File: src/sdp_ram_pkg.sv
// Purpose: Shared constants and types for the small simple dual-port RAM
// Assumes: One system clock; the two block clocks arrive as edge markers
// Notes: Word layout is 16 data bits with 2 parity bits on top
package sdp_ram_pkg;
	localparam int WORD_W = 18; // Widest word, parity included
	localparam int DEPTH = 32; // Words at the widest arrangement
	localparam int TOTAL_BITS = WORD_W * DEPTH; // 576 storage bits
	localparam int ADDR_W = 5; // Word address width
	localparam int DATA_W = 16; // Data bits below the parity bits
	localparam int PAR_LSB = 16; // First parity bit
	localparam int CNT_W = 6; // FIFO occupancy width
	localparam int BUS_AW = 4; // Register port address width
	localparam int BUS_DW = 32; // Register port data width
	// Register offsets
	localparam logic [3:0] CFG_OFS = 4'h0; // Configuration
	localparam logic [3:0] STAT_OFS = 4'h4; // Status
	// Configuration fields
	localparam int CFG_MODE_LSB = 0; // Three-bit mode
	localparam int CFG_WRSEL_BIT = 3; // Write side clock select
	localparam int CFG_RDSEL_BIT = 4; // Read side clock select
	localparam int CFG_OUTSEL_BIT = 5; // Output register clock select
	localparam int CFG_BYP_BIT = 6; // Output register bypass
	localparam int CFG_PAR_BIT = 7; // Parity bits kept
	localparam int CFG_TAPS_LSB = 8; // Shift length minus one
	localparam int CFG_W = 13; // Stored configuration bits
	localparam logic [12:0] CFG_RESET = 13'h1F80; // SDP, clock A, registered, parity, 32 taps
	// Status fields
	localparam int STAT_EMPTY_BIT = 0;
	localparam int STAT_FULL_BIT = 1;
	localparam int STAT_CNT_LSB = 2;
	typedef enum logic [2:0] {
		MODE_SDP,
		MODE_SP,
		MODE_FIFO,
		MODE_ROM,
		MODE_SHIFT
	} mode_e;
endpackage : sdp_ram_pkg

File: src/sdp_ram.sv
// Purpose: Small embedded simple dual-port RAM with FIFO, ROM and shift modes
// Assumes: edge_a and edge_b mark active edges of the two block clocks
// Notes: Contents preload from INIT_IMAGE at reset; registers on a plain port
`timescale 1ns/10ps
// Operation
// - 576 bits, 32 words of 18 bits
// - One write and one read port, concurrent
// - Modes SDP, single-port, FIFO, ROM, shift
// - RAM or ROM contents preload from image
// - Write-side registers share one selected clock
// - Read and output registers pick either clock
// - Only output register may be bypassed
// - Input clear immediate, read word and output left as they are
// - Output clear takes effect immediately unless the output register is bypassed
// - Write, read, clock enable, clears from fabric
// - Parity bits stored or dropped per option
module sdp_ram import sdp_ram_pkg::*; #(
	parameter logic [TOTAL_BITS-1:0] INIT_IMAGE = '0
) (
	input wire logic clk,
	input wire logic resetn,
	input wire logic edge_a,
	input wire logic edge_b,
	input wire logic ce,
	input wire logic aclr_in,
	input wire logic aclr_out,
	input wire logic we,
	input wire logic [ADDR_W-1:0] waddr,
	input wire logic [WORD_W-1:0] din,
	input wire logic re,
	input wire logic [ADDR_W-1:0] raddr,
	output logic [WORD_W-1:0] q,
	output logic fifo_full,
	output logic fifo_empty,
	input wire logic [BUS_AW-1:0] bus_addr,
	input wire logic [BUS_DW-1:0] bus_wdata,
	input wire logic bus_wr,
	input wire logic bus_rd,
	output logic [BUS_DW-1:0] bus_rdata
);
	logic [WORD_W-1:0] mem [DEPTH]; // Storage array
	logic [CFG_W-1:0] cfg_r; // Configuration register
	logic [BUS_DW-1:0] rdata_r; // Bus read data
	logic we_r; // Write enable input register
	logic [ADDR_W-1:0] waddr_r; // Write address input register
	logic [WORD_W-1:0] din_r; // Write data input register
	logic rd_en_r; // Read enable input register
	logic [ADDR_W-1:0] rd_addr_r; // Read address input register
	logic [WORD_W-1:0] rd_raw_r; // Word read from the array
	logic [ADDR_W-1:0] wptr_r; // FIFO write and shift pointer
	logic [ADDR_W-1:0] rptr_r; // FIFO read pointer
	logic [CNT_W-1:0] count_r; // FIFO occupancy
	logic [CNT_W-1:0] count_nxt;
	mode_e mode;

	// Configuration decode
	wire [2:0] mode_code = cfg_r[CFG_MODE_LSB +: 3];
	wire wr_sel = cfg_r[CFG_WRSEL_BIT];
	wire rd_sel = cfg_r[CFG_RDSEL_BIT];
	wire out_sel = cfg_r[CFG_OUTSEL_BIT];
	wire bypass = cfg_r[CFG_BYP_BIT];
	wire par_en = cfg_r[CFG_PAR_BIT];
	wire [ADDR_W-1:0] taps = cfg_r[CFG_TAPS_LSB +: ADDR_W];

	// Unused codes fall back to simple dual-port
	always_comb begin
		unique case (mode_code)
			3'h1: mode = MODE_SP;
			3'h2: mode = MODE_FIFO;
			3'h3: mode = MODE_ROM;
			3'h4: mode = MODE_SHIFT;
			default: mode = MODE_SDP;
		endcase
	end

	// Clock selection per register group
	wire wr_tick = (wr_sel ? edge_b : edge_a) & ce;
	wire rd_tick = (rd_sel ? edge_b : edge_a) & ce;
	wire out_tick = out_sel ? edge_b : edge_a;

	// Mode dependent write qualification
	wire is_fifo = (mode == MODE_FIFO);
	wire is_shift = (mode == MODE_SHIFT);
	wire fifo_rd = is_fifo && rd_tick && re && !fifo_empty;
	wire fifo_wr_ok = !is_fifo || !fifo_full || fifo_rd;
	wire mem_we = wr_tick && we && (mode != MODE_ROM) && fifo_wr_ok;
	wire [ADDR_W-1:0] wr_idx = (is_fifo || is_shift) ? wptr_r : waddr;
	wire [WORD_W-1:0] par_mask = par_en ? '1 : WORD_W'(18'h0FFFF);
	wire [WORD_W-1:0] wr_word = din & par_mask;

	// Read address per mode
	wire [ADDR_W-1:0] rd_idx = is_fifo ? rptr_r :
		is_shift ? wptr_r :
		(mode == MODE_SP) ? waddr : raddr;
	wire rd_go = rd_tick && re && (!is_fifo || !fifo_empty);
	wire [WORD_W-1:0] rd_word = mem[rd_idx];

	// Array with preload from the image
	always_ff @(posedge clk or negedge resetn) begin
		if (!resetn) begin
			for (int i = 0; i < DEPTH; i++) begin
				mem[i] <= INIT_IMAGE[i*WORD_W +: WORD_W];
			end
		end else if (mem_we) begin
			mem[wr_idx] <= wr_word;
		end
	end

	// Write side input registers
	wire in_rstn = resetn & ~aclr_in;
	always_ff @(posedge clk or negedge in_rstn) begin
		if (!in_rstn) begin
			we_r <= 1'b0;
			waddr_r <= '0;
			din_r <= '0;
		end else if (wr_tick) begin
			we_r <= we;
			waddr_r <= wr_idx;
			din_r <= wr_word;
		end
	end

	// Read side input registers
	always_ff @(posedge clk or negedge in_rstn) begin
		if (!in_rstn) begin
			rd_en_r <= 1'b0;
			rd_addr_r <= '0;
		end else if (rd_tick) begin
			rd_en_r <= re;
			rd_addr_r <= rd_idx;
		end
	end

	// Raw read word, not touched by the input clear
	always_ff @(posedge clk or negedge resetn) begin
		if (!resetn) begin
			rd_raw_r <= '0;
		end else if (rd_go) begin
			rd_raw_r <= rd_word;
		end
	end

	// Pointers for FIFO and shift modes
	always_ff @(posedge clk or negedge resetn) begin
		if (!resetn) begin
			wptr_r <= '0;
			rptr_r <= '0;
		end else begin
			if (mem_we && is_shift) begin
				wptr_r <= (wptr_r == taps) ? '0 : wptr_r + 1'b1;
			end else if (mem_we && is_fifo) begin
				wptr_r <= wptr_r + 1'b1;
			end
			if (fifo_rd) begin
				rptr_r <= rptr_r + 1'b1;
			end
		end
	end

	// FIFO occupancy
	always_comb begin
		count_nxt = count_r;
		if (is_fifo && mem_we && !fifo_rd) begin
			count_nxt = count_r + 1'b1;
		end else if (fifo_rd && !mem_we) begin
			count_nxt = count_r - 1'b1;
		end
	end

	always_ff @(posedge clk or negedge resetn) begin
		if (!resetn) begin
			count_r <= '0;
		end else begin
			count_r <= count_nxt;
		end
	end

	assign fifo_full = (count_r == CNT_W'(DEPTH));
	assign fifo_empty = (count_r == '0);

	// Output stage with bypass and immediate clear
	sdp_out_stage #(.W(WORD_W)) u_out (
		.clk(clk),
		.resetn(resetn),
		.aclr_out(aclr_out),
		.tick(out_tick),
		.ce(ce),
		.bypass(bypass),
		.d(rd_raw_r),
		.q(q)
	);

	// Register port decode
	wire cfg_hit = (bus_addr == CFG_OFS);
	wire stat_hit = (bus_addr == STAT_OFS);
	wire [BUS_DW-1:0] stat_word = {{(BUS_DW-CNT_W-2){1'b0}}, count_r, fifo_full, fifo_empty};
	wire [BUS_DW-1:0] cfg_word = {{(BUS_DW-CFG_W){1'b0}}, cfg_r};
	wire [BUS_DW-1:0] rd_mux = cfg_hit ? cfg_word : stat_hit ? stat_word : '0;

	// Configuration write
	always_ff @(posedge clk or negedge resetn) begin
		if (!resetn) begin
			cfg_r <= CFG_RESET;
		end else if (bus_wr && cfg_hit) begin
			cfg_r <= bus_wdata[CFG_W-1:0];
		end
	end

	// Read data stands one cycle only
	always_ff @(posedge clk or negedge resetn) begin
		if (!resetn) begin
			rdata_r <= '0;
		end else begin
			rdata_r <= bus_rd ? rd_mux : '0;
		end
	end

	assign bus_rdata = rdata_r;
endmodule : sdp_ram

File: src/sdp_out_stage.sv
// Purpose: Optional output register with its own clock select and clear
// Assumes: Ticks are one-cycle markers of the chosen block clock edge
// Notes: Clear acts at once on the register, no edge needed
`timescale 1ns/10ps
module sdp_out_stage import sdp_ram_pkg::*; #(
	parameter int W = WORD_W
) (
	input wire logic clk,
	input wire logic resetn,
	input wire logic aclr_out,
	input wire logic tick,
	input wire logic ce,
	input wire logic bypass,
	input wire logic [W-1:0] d,
	output logic [W-1:0] q
);
	logic [W-1:0] out_r; // Output register
	wire out_rstn = resetn & ~aclr_out; // Immediate clear path

	// Output register, cleared asynchronously
	always_ff @(posedge clk or negedge out_rstn) begin
		if (!out_rstn) begin
			out_r <= '0;
		end else if (tick && ce) begin
			out_r <= d;
		end
	end

	// Bypass selects the raw read word
	assign q = bypass ? d : out_r;
endmodule : sdp_out_stage

File: config.mk
export PLATFORM = sky130hd
export DESIGN_NAME = sdp_ram
export DESIGN_NICKNAME = d
export VERILOG_FILES = /design/src/sdp_ram_pkg.sv /design/src/sdp_ram.sv /design/src/sdp_out_stage.sv
export SDC_FILE = /design/constraint.sdc
export NUM_CORES = 1
export LEC_CHECK = 0
export BUFFER_PORTS_ARGS = -buffer_cell sky130_fd_sc_hd__clkbuf_2
export CORE_ASPECT_RATIO = 0.6
export CORE_MARGIN = 4
export CORE_UTILIZATION = 25
export CTS_BUF_LIST = sky130_fd_sc_hd__clkbuf_8
export DETAILED_ROUTE_END_ITERATION = 16
export GPL_ROUTABILITY_DRIVEN = 0
export PLACE_DENSITY = 0.42
export SYNTH_ARGS = -nofsm -noshare
export SYNTH_HDL_FRONTEND = slang
export SYNTH_SLANG_ARGS = --single-unit
export TNS_END_PERCENT = 1
File: constraint.sdc
create_clock -name clk -period 3.4 [get_ports clk]
set_input_delay 0 -clock clk [delete_from_list [all_inputs] [get_ports clk]]
set_output_delay 0 -clock clk [all_outputs]
set_load 0.01 [all_outputs]
# [Yosys cells after proc, flatten, opt, wreduce, memory -nomap -nowiden]
# Index checks and enable logic that the tools add are counted.
[op_classes] n_shift=0 reduce_logical=28 n_mul=0 addsub=4 magnitude_cmp=3 n_eq_ne=11 n_mux=24 bitwise=7 div_mod_pow=0
[op_table] operator="$bwmux W576" count=1
[op_table] operator="$bmux W18 S5" count=1
[op_table] operator="$demux W18 S5" count=1
[op_table] operator="$mux W18" count=5
[op_table] operator="$mux W5" count=7
[op_table] operator="$mux W13" count=2
[op_table] operator="$and A18 B18 Y18" count=1
[op_table] operator="$logic_and A1 B1 Y1" count=15
[op_table] operator="$ge A6 B6 Y1 const B" count=2
[op_table] operator="$mux W6" count=2
[op_table] operator="$not A5 Y6" count=2
[op_table] operator="$pmux W3 S4" count=1
[op_table] operator="$add A5 B1 Y5 const B" count=2
[op_table] operator="$eq A3 B2 Y1 const B" count=3
[op_table] operator="$mux W8" count=1
[op_table] operator="$add A6 B1 Y6 const B" count=1
[op_table] operator="$eq A3 B1 Y1 const B" count=2
[op_table] operator="$eq A3 B3 Y1 const B" count=2
[op_table] operator="$eq A6 B6 Y1 const B" count=1
[op_table] operator="$logic_not A6 Y1" count=1
[op_table] operator="$lt A6 B1 Y1 const B" count=1
[op_table] operator="$sub A6 B1 Y6 const B" count=1
[op_table] operator="$eq A5 B5 Y1" count=1
[op_table] operator="$logic_not A1 Y1" count=5
[op_table] operator="8 further kinds" count=16
[word_totals] rom_bits=0 latch_bits=0 elab_cells=116 out_inout_bits=52 mem_count=0 register_bits=654 in_bits=75 ram_bits=0

# [Logic depth before layout (Yosys ltp)]
# Gate-level depths: netlist (run 1).
[depth] word_depth=12 mapped_depth=13 mapped_depth_nobuf=12

# [Cells and area by module]
# A second synthesis (run 1) with hierarchy kept.
[unflattened] cells_unflattened=2545 hier_area_um2=31753.0
[by_module_without_submodules] module="sdp_ram" area_each_um2=30799.5 seq_area_each_um2=15922.8 instances=1 cells_per_inst=2486
[by_module_without_submodules] module="sdp_out_stage" area_each_um2=953.4 seq_area_each_um2=450.4 instances=1 cells_per_inst=59

# [Worst setup path after synthesis (run 1)]
# OpenSTA, ideal clock, no wires.
[synth_path] path_type="register -> register" start="reg count_r[1]" end="reg count_r[5]" path_buffers=0 setup_time_ns=0.080 t_required_ns=3.320 period_less_slack_ns=3.174 t_arrival_ns=3.094 path_stages_with_launch=13 path_slack_ns=0.226 path_cell_list="dfrtp_1 or4_1 nor3_1 o21ai_0 nor2_1 inv_1 ha_1 a21o_1 a21oi_1 o21bai_1 a21oi_1 mux2i_1 xnor2_1"
[synth_between] elab_chain_len=8 elab_cells_between_ends=18 classes_between="add/sub: 2; eq/ne: 1; mux: 2; reduce/logical: 13"
[synth_lines] item="start: declaration" line="sdp_ram.sv:52" rtl="logic [CNT_W-1:0] count_r;"
[synth_lines] item="start signal: assignment" line="sdp_ram.sv:174" rtl="count_r <= count_nxt;"
[synth_lines] item="$logic_not A6 Y1 (*)" line="sdp_ram.sv:179" rtl="assign fifo_empty = (count_r == '0);"
[synth_lines] item="net fifo_empty" line="sdp_ram.sv:34" rtl="output logic fifo_empty,"
[synth_lines] item="$logic_not A1 Y1 (*)" line="sdp_ram.sv:84" rtl="wire fifo_rd = is_fifo && rd_tick && re && !fifo_empty;"
[synth_lines] item="$logic_and A1 B1 Y1 (*)" line="sdp_ram.sv:84"
[synth_lines] item="$logic_or A1 B1 Y1" line="sdp_ram.sv:85" rtl="wire fifo_wr_ok = !is_fifo || !fifo_full || fifo_rd;"
[synth_lines] item="$logic_and A1 B1 Y1" line="sdp_ram.sv:86" rtl="wire mem_we = wr_tick && we && (mode != MODE_ROM) && fifo_wr_ok;"
[synth_lines] item="$logic_and A1 B1 Y1 / $logic_not A1 Y1 (equally long branches)" line="sdp_ram.sv:163, sdp_ram.sv:165"
[synth_lines] item="$logic_and A1 B1 Y1 (on tied branches)" line="sdp_ram.sv:163, sdp_ram.sv:165"
[synth_lines] item="$mux W6 / $reduce_bool A2 Y1 (equally long branches)"
# The timed path passes the listed nets; every way through them passes the cells marked *. The select of a mux whose other input is x is not followed.
# A chain may end at the register's enable or synchronous reset.

# [Worst setup path after layout (run 1)]
[layout_path] start="reg cfg_r[2]" end="reg rd_raw_r[16]"
[layout_between] elab_chain_len=10 elab_cells_between_ends=18 classes_between="eq/ne: 7; mux: 7; bitwise: 1; reduce/logical: 3"
[layout_lines] item="start: declaration" line="sdp_ram.sv:42" rtl="logic [CFG_W-1:0] cfg_r;"
[layout_lines] item="start signal: assignment" line="sdp_ram.sv:205" rtl="cfg_r <= bus_wdata[CFG_W-1:0];"
[layout_lines] item="$eq A3 B3 Y1 (tied with other cells)" line="sdp_ram.sv:67" rtl="unique case (mode_code)"
[layout_lines] item="$pmux W3 S4 (*)" line="sdp_ram.sv:67"
[layout_lines] item="$eq A3 B1 Y1" line="sdp_ram.sv:94" rtl="(mode == MODE_SP) ? waddr : raddr;"
[layout_lines] item="$mux W5" line="sdp_ram.sv:94"
[layout_lines] item="$mux W5" line="sdp_ram.sv:93" rtl="is_shift ? wptr_r :"
[layout_lines] item="$mux W5" line="sdp_ram.sv:92" rtl="wire [ADDR_W-1:0] rd_idx = is_fifo ? rptr_r :"
[layout_lines] item="$not A5 Y6 (not written as such)" line="sdp_ram.sv:96" rtl="wire [WORD_W-1:0] rd_word = mem[rd_idx];"
[layout_lines] item="$bmux W18 S5" line="sdp_ram.sv:96"
[layout_lines] item="$mux W18 (not written as such) (2 in a row)" line="sdp_ram.sv:96"
[layout_lines] item="end signal: assignment" line="sdp_ram.sv:139" rtl="rd_raw_r <= rd_word;"
[layout_lines] item="end: declaration" line="sdp_ram.sv:49" rtl="logic [WORD_W-1:0] rd_raw_r;"
# Every way passes the cells marked *; elsewhere a longest branch is shown, timed or not. The select of a mux whose other input is x is not followed.

==> qor.yml, run 1 <==
final.setup.worst_slack_ns: 0.156
synthAdderAreaFrac_pct: 0.333
fp.dieH_microns: 283
layout.cells.non_filler: 4381
finalHoldViolCount: 0
yosysMostFrequentCell: "dfrtp_1"
synth.avg_cell_area_sq_um: 12.9
place_ws_ns: -0.149
start_util_pct: 25.3
finClkSkew_ns: 0.0261
final.period_utilization_pct: 95.4
maxCapViolations: 0
drv_slew: 0
synth.yosys.seq_area_share_pct: 51.9
synthTopCellsByCount: "dfrtp_1, mux2_2, a211oi_1"
grt_max_degree: 96
cts_max_path_buffers: 3
layout.nets: 2707
synth_compound_area_share_pct: 13.0
p_leak_nw: 18.5
irDropWorstVdd_mv: 0.384
path_class: "register to register"
wirelength_microns: 105000
fin_area_sq_um: 37500
dr.pass1.iters: 5
portBuffers: 87
viasPerCell: 4.90
row_count: 100
holdCritPathClass: "input port to register"
clk_pin_slew_ns: 0.07
synth-main-ff-cell: "dfrtp_1"
yosysTopAreaCell: "dfrtp_1"
synth_warnings: 0
status: "finished clean"
coreArea_sq_um: 125000
antenna_found_initial: 2
synth_area_leaders: "dfrtp_1, mux2_2, mux2i_1"
synthArstFlopShare_pct: 100
die_w_microns: 466
postCtsSetupBuffers: 0
powerDensity_nw_per_um2: 719
start_kind: "register"
clk_latency_ns: 0.79
syn_area_sq_um: 31500
cts.sinks: 654
fillers: 12600
finalSetupViolCount: 0
area_growth_syn_to_layout_pct: 18.8
synth-xor-area-share_pct: 0.468
cts-root-buf: "clkbuf_8"
fmax_mhz: 308
hpwl_microns: 66800
synthMuxAreaShare_pct: 26.7
pin_count: 127
post_route_cells_drive_above_1_share_pct: 39.1
place_inst: 4152
die_area_sq_um: 132000
first_global_vias: 22100
grt_overflow: 0
fin_crit_ns: 3.24
r2r_slack_ns: 0.16
fin_util_pct: 30.1
cts_tree: "built"
synth-edff-count: 0
synth_top_area_share_pct: 51.4
cp_data_required_time_ns: 4.00
wl_per_cell_microns: 24.0
cp-end-kind: "register"
holdWs_ns: 0.0970
drc_errors: 0
synth_cell_types: 66
initialDrtViolationCount: 1820
placed_area_sq_um: 35000
netlist_instances: 2440
yosys_register_bits: 654
tightest_slew_ns: 1.08
crit_fanout: 17
synth_top_family_by_area: "multiplexers"
htreeDepth: 3
fin_tns_setup_ns: 0
numCtsBuffers: 99
power.total_mw: 26.9
dr_total_vias: 21500
grt_use_total_pct: 15.7
grt_pass1_wl_microns: 155000
ant_nets: 0
slew_headroom_pct: 27.7
arrival_ns: 3.85
rsz0062_at_grt: "no"
yosys.area_share.simple_pct: 3.66
==> timing repair <==
item | in CTS | in global routing
endpoints found under the hold margin | 881 | 0
endpoints found under the setup margin | 1 | 1
resized for setup | 1 | 2
hold buffers | 55 | 0
==> cells by family (layout without fill, tap and decap cells) <==
logic type / after synthesis / in the layout
buffers and inverters: 264 / 501
other: 1 / 22
flip-flops: 654 / 654
AND/OR/NAND/NOR: 229 / 229
AO/OA/AOI/OAI: 509 / 509
adder cells (fa/ha/maj): 8 / 8
XOR/XNOR: 16 / 16
multiplexers: 759 / 759
==> area by class of cell <==
type	count	area (sq um)	share of cell area, %
flip-flops and latches	654	16400	43.7
multi-input cells	1540	14100	37.6
repair buffers	324	2970	7.92
well taps	1683	2110	5.62
clock buffers	121	1670	4.45
clock inverters	50	244	0.651
inverters	6	22.5	0.0601
diodes	3	7.51	0.0200
==> layout by cell type, fill, tap and decap left out, types with 13 or more instances in the layout <==
master / netlist / layout
a211o_1: 65 / 64
a211oi_1: 157 / 157
a21oi_1: 41 / 39
a221oi_1: 34 / 34
a41o_1: 17 / 17
buf_12: 0 / 47
buf_4: 30 / 135
clkbuf_2: 0 / 86
clkbuf_8: 0 / 121
conb_1: 1 / 19
dfrtp_1: 648 / 647
dlygate4sd3_1: 0 / 54
inv_1: 6 / 45
mux2_2: 584 / 584
mux2_4: 17 / 17
mux2i_1: 156 / 156
nand2_1: 101 / 97
nand2b_1: 16 / 15
nor2_1: 23 / 23
nor2_2: 14 / 14
nor4_1: 21 / 20
o211a_1: 109 / 109
o211ai_1: 18 / 18
o21ai_0: 42 / 42
xnor2_1: 13 / 13
==> registers in the layout (all words and copies together), names as in the netlist <==
signal,count
wptr_r,5
count_r,6
u_out.out_r,18
cfg_r,13
bus_rdata,13
mem,576
rd_raw_r,18
rptr_r,5
==> critical path, stage by stage, from the launching register on <==
cell      delay, ns
dfrtp_1        0.48
buf_12         0.20
nand3b_1       0.23
a21o_1         0.26
a21oi_4        0.21
buf_12         0.28
buf_12         0.21
mux2i_1        0.26
a211oi_1       0.17
nor4_4         0.47
buf_4          0.18
o221ai_1       0.10
==> path summary, 6_finish.rpt <==
check,from,endpoint,depth (start not counted)
worst max-delay path,cfg_r[2],rd_raw_r[16],11
worst min-delay path,waddr[4],mem[431],5
worst max register to register,cfg_r[2],rd_raw_r[16],11
worst min register to register,mem[34],mem[34],2
max in group asynchronous,resetn,mem[354],4
min in group asynchronous,aclr_out,u_out.out_r[9],5
==> layer usage <==
layer	part of all wire (%)	global-route usage, %	vias up
met1	52	24.5	11400
met2	41	22.0	494
li1	-	-	9453
met4	1.8	3.42	0
met5	0	0	-
met3	4.8	3.15	132
==> power breakdown <==
| group | internal [mW] | switching (mW) |
|---|---|---|
| combinational | 4.27 | 5.43 |
| sequential | 9.58 | 1.07 |
| clock | 3.27 | 3.30 |
No activity file was read; power rests on OpenSTA's default activity.
==> inputs of run 2 (changes only) <==
- clock period: 3.4 -> 3.3 ns (I/O delays scaled with it)
==> qor.yml, run 2 (synthesized netlist as in run 1, its figures left out) <==
status: "finished clean"
fillers: 12600  # +0.048%
first_global_vias: 22900  # +3.9%
area_growth_syn_to_layout_pct: 19.5
numCtsBuffers: 98  # -1.0%
tightest_slew_ns: 1.07  # -0.00784 ns
fp.dieH_microns: 283  # unchanged
row_count: 100  # unchanged
power.total_mw: 28.0  # +4.1%
topRoutingLayerUsed: "met4"
finalHoldViolCount: 0  # unchanged
antenna_found_initial: 5  # +3
dr_total_vias: 21600  # +0.58%
final.setup.worst_slack_ns: 0.118  # -0.0381 ns
finalSetupViolCount: 0  # unchanged
cp_data_required_time_ns: 3.94  # -0.06 ns
dr.pass1.iters: 5  # unchanged
place_ws_ns: -0.151  # -0.00199 ns
wirelength_microns: 106000  # +0.37%
min_path_cells: 2  # -3
top_register: "mem"
finClkSkew_ns: 0.0492  # +0.0230 ns
min_from: "din[2]"
path_class: "register to register"
final_cell_mix: "dfrtp_1, mux2_2, a211oi_1, mux2i_1, clkbuf_8"
route.met3.wl_microns: 5010  # -1.8%
wl_met2_microns: 44700  # +2.6%
cts_tree: "built"
holdWs_ns: 0.103  # +0.00566 ns
grt_overflow: 0  # unchanged
clk_pin_slew_ns: 0.07  # about the same
reg2reg_from: "count_r[1]"
cts_max_path_buffers: 3  # unchanged
r2r_slack_ns: 0.12  # -0.04 ns
die_area_sq_um: 132000  # unchanged
fin_tns_setup_ns: 0  # unchanged
rsz0062_at_grt: "no"
cts.sinks: 654  # unchanged
fin_crit_ns: 3.18  # -0.0619 ns
portBuffers: 87  # unchanged
cts-root-buf: "clkbuf_8"
die_w_microns: 466  # unchanged
maxCapViolations: 0  # unchanged
clk_latency_ns: 0.78  # about the same
top_regs: "mem x576, rd_raw_r x18, u_out.out_r x18"
powerDensity_nw_per_um2: 744  # +3.5%
cp-end-kind: "register"
drv_slew: 0  # unchanged
post_route_cells_drive_above_1_share_pct: 39.5  # +0.45 points
placed_area_sq_um: 35000  # +0.19%
arrival_ns: 3.83  # -0.02 ns
final.period_utilization_pct: 96.4  # +1.0 points
start_util_pct: 25.3  # unchanged
holdCritPathClass: "input port to register"
place_inst: 4151  # -0.024%
grt_pass1_wl_microns: 157000  # +1.1%
final_common_cell: "dfrtp_1"
irDropWorstVdd_mv: 0.302  # -21%
largest_reg_flops: 576  # unchanged
wl_per_cell_microns: 24.0  # +0.12%
drc_errors: 0  # unchanged
htreeDepth: 3  # unchanged
crit_fanout: 20  # +3
ff2ff_path_depth: 7  # -4
layout.cells.non_filler: 4392  # +0.25%
pin_count: 127  # unchanged
wl_met1_microns: 53600  # -1.9%
fmax_mhz: 314  # +1.9%
grt_max_degree: 149  # +55%
hpwl_microns: 66800  # about the same
crit_start: "count_r[1]"
slew_headroom_pct: 28.4  # +0.70 points
initialDrtViolationCount: 1524  # -16%
grt_use_total_pct: 15.8  # +0.086 points
fin_area_sq_um: 37700  # +0.60%
ant_nets: 0  # unchanged
coreArea_sq_um: 125000  # unchanged
layout.nets: 2705  # -0.074%
p_leak_nw: 18.6  # +0.63%
viasPerCell: 4.91  # +0.33%
start_kind: "register"
fin_util_pct: 30.2  # +0.18 points
==> run 2: cell types whose count changed in the layout (fill, tap and decap cells not counted), sizes merged <==
cell,before,now
clkinvlp,3,2
clkinv,5,10
clkbuf,207,217
inv,47,44
diode,3,4
buf,184,183
==> run 2: where the power goes <==
part,internal [mW],switching [mW]
Sequential,9.87,1.14
Clock,3.62,3.47
Combinational,4.48,5.43
==> run 2: per-layer routing <==
layer  vias to the layer above  global-route usage, %
li1                       9478                      -
met1                     11500                   23.7
met2                       465                   22.9
met3                       148                   3.21
met4                         0                   4.10
met5                         -                      0
==> run 2: critical path: stages (launching register included) <==
cell and delay, ns:
dfrtp_1 0.37, or4_1 0.55, nor2_1 0.22, a41o_1 0.22
dlygate4sd3_1 0.55, buf_4 0.17, or3b_4 0.59, mux2_4 0.35
==> run 2: repair_timing <==
item	4_1_cts	5_1_grt
cloned	0	0
hold buffers	55	0
endpoints found under the setup margin	2	91
resized for setup	2	4
buffers inserted	0	0
hold endpoints to repair	987	0
==> run 2: worst paths after layout <==
check,to
worst min register to register,mem[377]
min in group asynchronous,cfg_r[9]
worst min-delay path,mem[74]
worst max register to register,mem[78]
worst max-delay path,mem[78]
max in group asynchronous,u_out.out_r[15]
==> run 2: final cells by class <==
| type | instances | area [sq um] | area share (%) |
|---|---|---|---|
| sequential | 654 | 16400 | 43.5 |
| clock inverter | 51 | 256 | 0.681 |
| timing repair buffer | 323 | 3040 | 8.06 |
| antenna | 4 | 10.0 | 0.0266 |
| tap | 1683 | 2110 | 5.59 |
| clock buffer | 131 | 1800 | 4.78 |
| inverter | 6 | 22.5 | 0.0598 |
| multi-input combinational | 1540 | 14100 | 37.3 |
